**config.mk**
```make
export PLATFORM = sky130hd
export DESIGN_NAME = dcs_core_status_regs
export DESIGN_NICKNAME = d
export VERILOG_FILES = /design/src/dcs_edge_detect.v /design/src/dcs_core_status_regs.v
export VERILOG_INCLUDE_DIRS = /design/src
export SDC_FILE = /design/constraint.sdc
export NUM_CORES = 1
export LEC_CHECK = 0
export BUFFER_PORTS_ARGS = -buffer_cell sky130_fd_sc_hd__buf_2
export CAP_MARGIN = 20
export CORE_MARGIN = 3
export CORE_UTILIZATION = 51
export CTS_BUF_LIST = sky130_fd_sc_hd__clkbuf_8
export CTS_CLUSTER_DIAMETER = 200
export CTS_CLUSTER_SIZE = 25
export DETAILED_ROUTE_END_ITERATION = 12
export PLACE_DENSITY_LB_ADDON = 0.1
export SLEW_MARGIN = 0
export SYNTH_ARGS = -nofsm -noshare
export SYNTH_HDL_FRONTEND = slang
export SYNTH_HIERARCHICAL = 1
export SYNTH_SLANG_ARGS = --single-unit
```
**constraint.sdc**
```tcl
create_clock -name mclk_i -period 1.99 [get_ports mclk_i]
set_input_delay 0.398 -clock mclk_i [delete_from_list [all_inputs] [get_ports mclk_i]]
set_output_delay 0.398 -clock mclk_i [all_outputs]
set_load 0.01 [all_outputs]
```
**src/dcs_regs_map.vh**
```
`ifndef DCS_REGS_MAP_VH
`define DCS_REGS_MAP_VH

// ----------------------------------------------------------------------------
// Register offsets
// ----------------------------------------------------------------------------
`define DCS_ADDR_ENTRY_POINT   16'hf404
`define DCS_ADDR_RUN_STATE     16'hf405
`define DCS_ADDR_MGR_CLEAR     16'hf421
`define DCS_ADDR_PARITY_MASK   16'hf422
`define DCS_ADDR_CTRL          16'hf430
`define DCS_ADDR_PANIC_FLAG    16'hf431
`define DCS_ADDR_IRQ_STATUS    16'hf432
`define DCS_ADDR_IRQ_ENABLE    16'hf433
`define DCS_ADDR_IRQ_CLEAR     16'hf434

// ----------------------------------------------------------------------------
// Reset values and fields
// ----------------------------------------------------------------------------
`define DCS_RST_PARITY_MASK    12'h003
`define DCS_RST_ZERO           16'h0000
`define DCS_PARITY_MASK_BITS   12'hfff
`define DCS_CTRL_START_BIT     0
`define DCS_CTRL_STOP_BIT      1
`define DCS_CTRL_KILL_BIT      2
`define DCS_CLEAR_BIT          0

// ----------------------------------------------------------------------------
// Core state codes
// ----------------------------------------------------------------------------
`define DCS_ST_IDLE            3'h0
`define DCS_ST_RUN             3'h1
`define DCS_ST_PAUSE           3'h2
`define DCS_ST_SLEEP           3'h3
`define DCS_ST_STALL           3'h4

// ----------------------------------------------------------------------------
// Interrupt bits
// ----------------------------------------------------------------------------
`define DCS_IRQ_PANIC_BIT      0
`define DCS_IRQ_HALT_BIT       1
`define DCS_IRQ_WIDTH          2

`endif

```
**src/dcs_edge_detect.v**
```verilog
`timescale 1ns/1ps
`default_nettype none

// Rising-edge detector over a vector of software-written bits; the previous level is registered, the edge output is combinational.
module dcs_edge_detect
#(
  parameter WIDTH = 3
)
(
  // Clock and reset
  input  wire             mclk_i,
  input  wire             rst_n_i,
  // Level in, edge out
  input  wire [WIDTH-1:0] level_i,
  output wire [WIDTH-1:0] rise_o
);

  reg [WIDTH-1:0] prev_reg;

  always @(posedge mclk_i or negedge rst_n_i)
  begin
    if (!rst_n_i)
      prev_reg <= {WIDTH{1'b0}};
    else
      prev_reg <= level_i;
  end

  assign rise_o = level_i & ~prev_reg;

endmodule

`default_nettype wire

```
**src/dcs_core_status_regs.v**
```verilog
`timescale 1ns/1ps
`default_nettype none
`include "dcs_regs_map.vh"

module dcs_core_status_regs
(
  // Clock and reset
  input  wire        mclk_i,
  input  wire        rst_n_i,
  // Register port
  input  wire [15:0] reg_addr_i,
  input  wire [15:0] reg_wdata_i,
  input  wire        reg_wr_i,
  input  wire        reg_rd_i,
  output reg  [15:0] reg_rdata_o,
  // Core events
  input  wire        pause_instr_i,
  input  wire        sleep_instr_i,
  input  wire        sample_tick_i,
  input  wire        clock_resume_i,
  input  wire        multi_request_i,
  input  wire        frame_end_i,
  // Memory parity errors, one per memory
  input  wire [11:0] parity_err_i,
  // Core control outputs
  output reg         core_clk_en_o,
  output reg         pc_load_o,
  output reg  [15:0] pc_load_addr_o,
  output reg  [2:0]  core_state_o,
  // Panic manager
  output reg         panic_flag_o,
  output reg         panic_mgr_reset_o,
  output reg  [11:0] parity_report_o,
  // Interrupt
  output reg         irq_o
);

  // --------------------------------------------------------------------------
  // State machine encoding
  // --------------------------------------------------------------------------
  localparam [4:0] S_IDLE  = 5'h01;
  localparam [4:0] S_RUN   = 5'h02;
  localparam [4:0] S_PAUSE = 5'h04;
  localparam [4:0] S_SLEEP = 5'h08;
  localparam [4:0] S_STALL = 5'h10;

  // --------------------------------------------------------------------------
  // Registers
  // --------------------------------------------------------------------------
  reg [15:0] entry_point_reg;
  reg [15:0] clear_reg;
  reg [11:0] parity_mask_reg;
  reg [2:0]  ctrl_reg;
  reg        stop_pending_reg;
  reg [4:0]  state_reg;
  reg [4:0]  state_next;
  reg        panic_reg;
  reg [`DCS_IRQ_WIDTH-1:0] irq_status_reg;
  reg [`DCS_IRQ_WIDTH-1:0] irq_enable_reg;
  reg [2:0]  state_code;

  wire [2:0]  ctrl_rise;
  wire        clear_rise;
  wire        start_rise;
  wire        stop_rise;
  wire        kill_rise;
  wire [11:0] parity_report;
  wire        error_seen;
  wire        wr_clear;
  wire        wr_irq_clear;
  wire        halt_event;
  wire [`DCS_IRQ_WIDTH-1:0] irq_events;

  // --------------------------------------------------------------------------
  // Edge detection of software strobes
  // --------------------------------------------------------------------------
  dcs_edge_detect
  #(
    .WIDTH (4)
  )
  u_edges
  (
    .mclk_i  (mclk_i),
    .rst_n_i (rst_n_i),
    .level_i ({clear_reg[`DCS_CLEAR_BIT], ctrl_reg}),
    .rise_o  ({clear_rise, ctrl_rise})
  );

  assign start_rise = ctrl_rise[`DCS_CTRL_START_BIT];
  assign stop_rise  = ctrl_rise[`DCS_CTRL_STOP_BIT];
  assign kill_rise  = ctrl_rise[`DCS_CTRL_KILL_BIT];

  // Unmasked errors reach the panic manager outputs one cycle later.
  assign parity_report = parity_err_i & ~parity_mask_reg;
  assign error_seen    = |parity_report;

  assign wr_clear     = reg_wr_i && (reg_addr_i == `DCS_ADDR_IRQ_CLEAR);
  assign halt_event   = (state_reg != S_IDLE) && (state_next == S_IDLE);
  assign irq_events   = {halt_event, error_seen};

  // --------------------------------------------------------------------------
  // Register writes
  // --------------------------------------------------------------------------
  always @(posedge mclk_i or negedge rst_n_i)
  begin
    if (!rst_n_i)
    begin
      entry_point_reg <= `DCS_RST_ZERO;
      clear_reg       <= `DCS_RST_ZERO;
      parity_mask_reg <= `DCS_RST_PARITY_MASK;
      ctrl_reg        <= 3'h0;
      irq_enable_reg  <= {`DCS_IRQ_WIDTH{1'b0}};
    end
    else if (reg_wr_i)
    begin
      // The core state address has no write case, so writes are ignored.
      case (reg_addr_i)
        `DCS_ADDR_ENTRY_POINT: entry_point_reg <= reg_wdata_i;
        `DCS_ADDR_MGR_CLEAR:   clear_reg       <= reg_wdata_i;
        `DCS_ADDR_PARITY_MASK: parity_mask_reg <= reg_wdata_i[11:0];
        `DCS_ADDR_CTRL:        ctrl_reg        <= reg_wdata_i[2:0];
        `DCS_ADDR_IRQ_ENABLE:
          irq_enable_reg <= reg_wdata_i[`DCS_IRQ_WIDTH-1:0];
        default:               ctrl_reg        <= ctrl_reg;
      endcase
    end
  end

  // --------------------------------------------------------------------------
  // Core state machine
  // --------------------------------------------------------------------------
  always @*
  begin
    state_next = state_reg;
    case (state_reg)
      S_IDLE:
        if (start_rise)
          state_next = S_RUN;
      S_RUN:
        if (stop_pending_reg && frame_end_i)
          state_next = S_IDLE;
        else if (multi_request_i)
          state_next = S_STALL;
        else if (pause_instr_i)
          state_next = S_PAUSE;
        else if (sleep_instr_i)
          state_next = S_SLEEP;
      S_PAUSE:
        if (clock_resume_i)
          state_next = S_RUN;
      S_SLEEP:
        if (sample_tick_i)
          state_next = S_RUN;
      S_STALL:
        if (!multi_request_i)
          state_next = S_RUN;
      default:
        state_next = S_IDLE;
    endcase
    if (kill_rise)
      state_next = S_IDLE;
  end

  always @*
  begin
    case (state_next)
      S_RUN:   state_code = `DCS_ST_RUN;
      S_PAUSE: state_code = `DCS_ST_PAUSE;
      S_SLEEP: state_code = `DCS_ST_SLEEP;
      S_STALL: state_code = `DCS_ST_STALL;
      default: state_code = `DCS_ST_IDLE;
    endcase
  end

  always @(posedge mclk_i or negedge rst_n_i)
  begin
    if (!rst_n_i)
    begin
      state_reg         <= S_IDLE;
      stop_pending_reg  <= 1'b0;
      core_state_o      <= `DCS_ST_IDLE;
      core_clk_en_o     <= 1'b0;
      pc_load_o         <= 1'b0;
      pc_load_addr_o    <= 16'h0000;
    end
    else
    begin
      state_reg     <= state_next;
      core_state_o  <= state_code;
      // Core clock is gated off while paused so core state is frozen.
      core_clk_en_o <= (state_next != S_IDLE) && (state_next != S_PAUSE);
      pc_load_o     <= (state_reg == S_IDLE) && (state_next == S_RUN);
      if ((state_reg == S_IDLE) && (state_next == S_RUN))
        pc_load_addr_o <= entry_point_reg;
      if (state_next == S_IDLE)
        stop_pending_reg <= 1'b0;
      else if (stop_rise)
        stop_pending_reg <= 1'b1;
    end
  end

  // --------------------------------------------------------------------------
  // Panic manager flag
  // --------------------------------------------------------------------------
  always @(posedge mclk_i or negedge rst_n_i)
  begin
    if (!rst_n_i)
    begin
      panic_reg         <= 1'b0;
      panic_flag_o      <= 1'b0;
      panic_mgr_reset_o <= 1'b0;
      parity_report_o   <= 12'h000;
    end
    else
    begin
      // An error in the clearing cycle keeps the flag set.
      if (error_seen)
        panic_reg <= 1'b1;
      else if (clear_rise)
        panic_reg <= 1'b0;
      panic_flag_o      <= error_seen | (panic_reg & ~clear_rise);
      panic_mgr_reset_o <= clear_rise;
      parity_report_o   <= parity_report;
    end
  end

  // --------------------------------------------------------------------------
  // Interrupt status, enable and clear
  // --------------------------------------------------------------------------
  assign wr_irq_clear = wr_clear;

  always @(posedge mclk_i or negedge rst_n_i)
  begin
    if (!rst_n_i)
    begin
      irq_status_reg <= {`DCS_IRQ_WIDTH{1'b0}};
      irq_o          <= 1'b0;
    end
    else
    begin
      // A new event wins over a clear in the same cycle.
      if (wr_irq_clear)
        irq_status_reg <= (irq_status_reg &
          ~reg_wdata_i[`DCS_IRQ_WIDTH-1:0]) | irq_events;
      else
        irq_status_reg <= irq_status_reg | irq_events;
      irq_o <= |(irq_status_reg & irq_enable_reg);
    end
  end

  // --------------------------------------------------------------------------
  // Read data, one cycle after the strobe
  // --------------------------------------------------------------------------
  always @(posedge mclk_i or negedge rst_n_i)
  begin
    if (!rst_n_i)
      reg_rdata_o <= 16'h0000;
    else if (reg_rd_i)
    begin
      case (reg_addr_i)
        `DCS_ADDR_ENTRY_POINT: reg_rdata_o <= entry_point_reg;
        `DCS_ADDR_RUN_STATE:   reg_rdata_o <= {13'h0000, core_state_o};
        `DCS_ADDR_MGR_CLEAR:   reg_rdata_o <= clear_reg;
        `DCS_ADDR_PARITY_MASK: reg_rdata_o <= {4'h0, parity_mask_reg};
        `DCS_ADDR_CTRL:        reg_rdata_o <= {13'h0000, ctrl_reg};
        `DCS_ADDR_PANIC_FLAG:  reg_rdata_o <= {15'h0000, panic_reg};
        `DCS_ADDR_IRQ_STATUS:  reg_rdata_o <= {14'h0000, irq_status_reg};
        `DCS_ADDR_IRQ_ENABLE:  reg_rdata_o <= {14'h0000, irq_enable_reg};
        default:               reg_rdata_o <= 16'h0000;
      endcase
    end
    else
      reg_rdata_o <= 16'h0000;
  end

endmodule

`default_nettype wire

```
Word-level counts from Yosys, hierarchy flattened
Index checks and enable logic that the tools add are counted.
Widths: inputs -> output; s select.
{ "totals": {"reg_bits": 114, "input_bits": 54, "elab_cells": 85} }
{ "classes": {"mux": 18, "bitwise_logic": 12, "reduce_logical": 14, "eq_ne": 22} }
{ "ops": {"columns": ["cell", "count"], "rows": [
  ["$eq 16x16->1 const B", 9],
  ["$pmux 16 s8", 1],
  ["$mux 5", 9],
  ["$pmux 5 s5", 1],
  ["$mux 16", 1],
  ["$and 12x12->12", 1],
  ["$not 12->12", 1],
  ["$pmux 3 s4", 1],
  ["$reduce_or 12->1", 1],
  ["$eq 5x1->1 const B", 2],
  ["$eq 5x2->1 const B", 2],
  ["$eq 5x3->1 const B", 2],
  ["$eq 5x4->1 const B", 2],
  ["$eq 5x5->1 const B", 2],
  ["$ne 5x1->1 const B", 2],
  ["$reduce_and 2->1", 5],
  ["$logic_and 1x1->1", 5],
  ["$ne 5x3->1 const B", 1],
  ["$and 2x2->2", 2],
  ["$and 4x4->4", 1],
  ["$mux 1", 4],
  ["$not 4->4", 1],
  ["$or 2x2->2", 2],
  ["$reduce_bool 2->1", 2],
  ["6 further kinds", 6]
]} }

Depth between registers and ports, before layout
{ "logic_depth": {"depth_word": 10, "depth_mapped": 7, "depth_no_buf": 5} }

Hierarchy
Netlist, hierarchy kept.
{ "modules_own_cells": {"columns": ["mod", "area_each_um2", "cells_each", "n_inst"], "rows": [
  ["dcs_core_status_regs", 4688.2, 354, 1],
  ["dcs_edge_detect", 155.1, 8, 1]
]} }

Worst setup path after synthesis
OpenSTA, ideal clock, no wires.
{ "synth_timing": {"kind": "reg2reg", "startpoint": "reg state_reg[0]", "endpoint": "reg pc_load_addr_o[10]", "setup_ps": 125, "path_stages_with_launch": 8, "arrival_time_ps": 1755, "path_buffers": 2, "required_time_ps": 1865, "synth_period_minus_slack_ps": 1881, "setup_slack_ps": 109, "cell_sequence": "dfstp_2 > buf_6 > nor3_4 > nand2_1 > o31a_1 > a21oi_4 > buf_12 > mux2_4"} }
{ "synth_between": {"elab_chain_len": 8, "word_cells_on_any_way": 17, "classes_between": "eq/ne: 6; mux: 10; reduce/logical: 1"} }
{ "synth_rtl": {"columns": ["item", "line", "source"], "rows": [
  ["from (decl)", "dcs_core_status_regs.v:55", "reg [4:0] state_reg;"],
  ["from (signal assigned)", "dcs_core_status_regs.v:188", "state_reg <= state_next;"],
  ["$mux 5", "dcs_core_status_regs.v:146", "else if (sleep_instr_i)"],
  ["$mux 5", "dcs_core_status_regs.v:144", "else if (pause_instr_i)"],
  ["$mux 5", "dcs_core_status_regs.v:142", "else if (multi_request_i)"],
  ["$mux 5", "dcs_core_status_regs.v:140", "if (stop_pending_reg && frame_end_i)"],
  ["$pmux 5 s5", "dcs_core_status_regs.v:135", "case (state_reg)"],
  ["$mux 5", "dcs_core_status_regs.v:160", "if (kill_rise)"],
  ["$eq 5x2->1", "dcs_core_status_regs.v:193", "if ((state_reg == S_IDLE) && (state_next == S_RUN))"],
  ["$logic_and 1x1->1 *", "dcs_core_status_regs.v:193", null],
  ["to (signal assigned)", "dcs_core_status_regs.v:194", "pc_load_addr_o <= entry_point_reg;"],
  ["to (decl)", "dcs_core_status_regs.v:28", "output reg [15:0] pc_load_addr_o,"]
]} }
Mark *: on every way between the ends. The rest lies on a longest branch, timed or not.
A chain may end at the register's enable or synchronous reset.

Worst setup path in the final report
{ "layout_timing": {"startpoint": "reg state_reg[4]", "endpoint": "reg pc_load_addr_o[15]"} }
Same word-level chain as after synthesis.

==> flow_summary.ini <==
[run_status]
outcome = finished, final reports clean

[floorplanning]
fp.dieH_um = 103
io-pin-count = 106
core_area_um2 = 8980
rows = 34
start_util = 0.540
fp.dieW_um = 103
dieArea_um2 = 10700

[layout]
fill_cells = 694
fin_nets = 549
stdcell_count = 633
layout-drive-gt1-share = 0.481
antennaDiodeCount = 0
syn_to_final_growth_pct = 25.8

[cts]
htree_levels = 4
clk-insertion-delay-late_ns = 0.41
path_clk_slew_ns = 0.07
cts_inserted_buffers = 17
cts_tree = built
clock_sinks = 114
cts_root_buf = clkbuf_8
clock_path_buffers = 2

[grt]
grt_pass1_wl_mm = 17.7
grt_antenna_before_repair = 0
grt_max_degree = 47
grt_usage = 0.220
grt_pass1_vias = 3569
gr-total-overflow = 0

[sta]
maxSlewViolCount = 0
fin_crit_sh = 0.971
setup_tns_ns = 0
finalSetupViolations = 0
clock_skew_ns = 0.00920
grt_setup_unrepaired = false
finalHoldViolCount = 0
relSlewSlack = 0.727
tightestPinTransition_ns = 0.407
clock.fmax_mhz = 518
min_period_ns = 1.93

[synthesis]
synth_edf_count = 0
synth_nets = 416
synth_area_leaders = dfrtp_1 (57%), mux2_2 (14%), mux2_4 (2.8%)
syn_area_per_cell_um2 = 13.4
synth_area_um2 = 4840
ys_seq_area_frac = 0.590
ys.flop_type = dfrtp_1
synthCells = 362
async_flop_share = 1.00
synth_area_leader_cell = dfrtp_1
synth_cell_types = 53
synth-seq-cells = 114
yosys_warnings = 6
synth_top_area_share = 0.573

[critical_path]
max_stage_delay_ns = 0.44
worstSetupPathType = reg2reg
crit_path_start_kind = register
crit_required_ns = 2.28
reg2reg_slack_ns = 0.06
crit_fanout = 17
cp-end-kind = register
timing.rr.start = state_reg[4]
crit_slowest_cell = dfrtp_1
r2r_end = pc_load_addr_o[15]
cp_data_arrival_time_ns = 2.22
rr_worst_depth = 6
cp_cell_sequence = nor3_1 > a32oi_1 > o31a_1 > a21oi_4 > buf_12 > mux2_2

[detailed_routing]
drt-wirelength-per-cell_um = 17.8
drtPass1Iterations = 4
drc_errors = 0
drt-initial-drc-count = 94
vias_per_cell = 5.40
ant_nets = 0
vias = 3418
routed_wl_mm = 11.3

[job]
cap_violations = 0

[place]
gp_congestion = 0.820
dp_hpwl_mm = 8.25
port_buffers = 105
place_inst = 600

[hold_path]
hold_class = in2reg
hold_depth = 2
hold_end = clear_reg[12]
min-delay-start = reg_wdata_i[12]

[pwr]
p_leak_nw = 3.01
power_mw = 4.81
vdd_drop_max_mv = 0.444
pwr_density_cell_nw_per_um2 = 789
## placed cells by master, fill, tap and decap left out, types with 6 or more instances in the layout
master and instances:
nor2_1 29, a22oi_1 9, a22o_1 14, nand4b_1 6, nor2b_1 17, buf_2 104, dfrtp_1 109, clkbuf_8 19
inv_1 6, a21oi_1 10, mux2_2 59, nand2_1 12, buf_4 17, mux2_4 9
## per-stage QoR
stage,util,hold WS (ns),instance area (um2),setup WS [ns]
global placement,0.630,0.340,5650,0.0392
CTS,0.678,0.221,6080,0.0312
detailed placement,0.630,0.347,5650,-0.0384
floorplan,-,0.102,4840,0.109
finish,0.679,0.248,6090,0.0581
global route,0.679,0.225,6090,0.00725
## what timing repair did
action                     CTS  global route
hold endpoints to repair    27             0
resized for setup            0             2
setup buffers                0             1
hold buffers                 1             0
setup endpoints to repair    0            16
## layer usage
metal / part of all wire / track usage / vias up
met1: 0.44 / 0.294 / 1733
met2: 0.51 / 0.359 / 84
met4: 0.0098 / 0.0657 / 0
met3: 0.044 / 0.0523 / 12
met5: 0 / 0 / -
li1: - / - / 1589
## worst max-delay path: cells and delay by family (launching register included)
kind	cells	cell delay [ns]
AO/OA/AOI/OAI	3	0.51
flip-flops	1	0.44
multiplexers	1	0.34
AND/OR/NAND/NOR	1	0.32
buffers and inverters	1	0.19
## power by group
group          switching, mW  internal [mW]
clock network          0.942           1.30
registers            0.00449           2.33
logic                  0.135         0.0904
## layout make-up
type	count	area, um2	share of cell area
clock buffer	19	262	0.0429
clock inverter	12	158	0.0259
inverter	6	22.5	0.00370
multi-input combinational	229	1880	0.308
sequential	114	2860	0.469
tap	126	158	0.0259
timing repair buffer	127	758	0.124
## kinds of logic (layout without fill, tap and decap cells)
logic type             Yosys count  after routing  share of synthesized area
buffers and inverters           19            164                     0.0227
AND/OR/NAND/NOR                109            109                      0.138
AO/OA/AOI/OAI                   50             50                     0.0775
multiplexers                    70             70                      0.172
flip-flops                     114            114                      0.590
## worst max path at each step
stage | start | to | slack, ns | depth (start not counted)
after global routing | state_reg[4] | pc_load_addr_o[5] | 0.007 | 6
final | state_reg[4] | pc_load_addr_o[15] | 0.06 | 6
after floorplan | state_reg[0] | pc_load_addr_o[10] | 0.11 | 7
after global placement | reg_addr_i[9] | entry_point_reg[4] | 0.04 | 6
after detailed placement | reg_addr_i[9] | entry_point_reg[3] | -0.04 | 6
after CTS | state_reg[0] | pc_load_addr_o[11] | 0.03 | 6
## cell usage after synthesis, types with 3 or more instances
| master | n |
|---|---|
| nand4b_1 | 6 |
| buf_2 | 3 |
| o21ai_0 | 3 |
| nor2b_4 | 4 |
| nand2_1 | 12 |
| dfstp_2 | 3 |
| mux2_2 | 59 |
| nor3_1 | 5 |
| nand3_1 | 5 |
| a22o_1 | 14 |
| mux2_4 | 9 |
| a21oi_1 | 10 |
| inv_1 | 6 |
| nor2_1 | 29 |
| clkbuf_1 | 6 |
| a22oi_1 | 9 |
| dfrtp_1 | 111 |
| nor2b_1 | 17 |
| nand4_1 | 5 |
| nor4_1 | 5 |
| a21o_1 | 3 |
(Power assumes the default switching activity.)
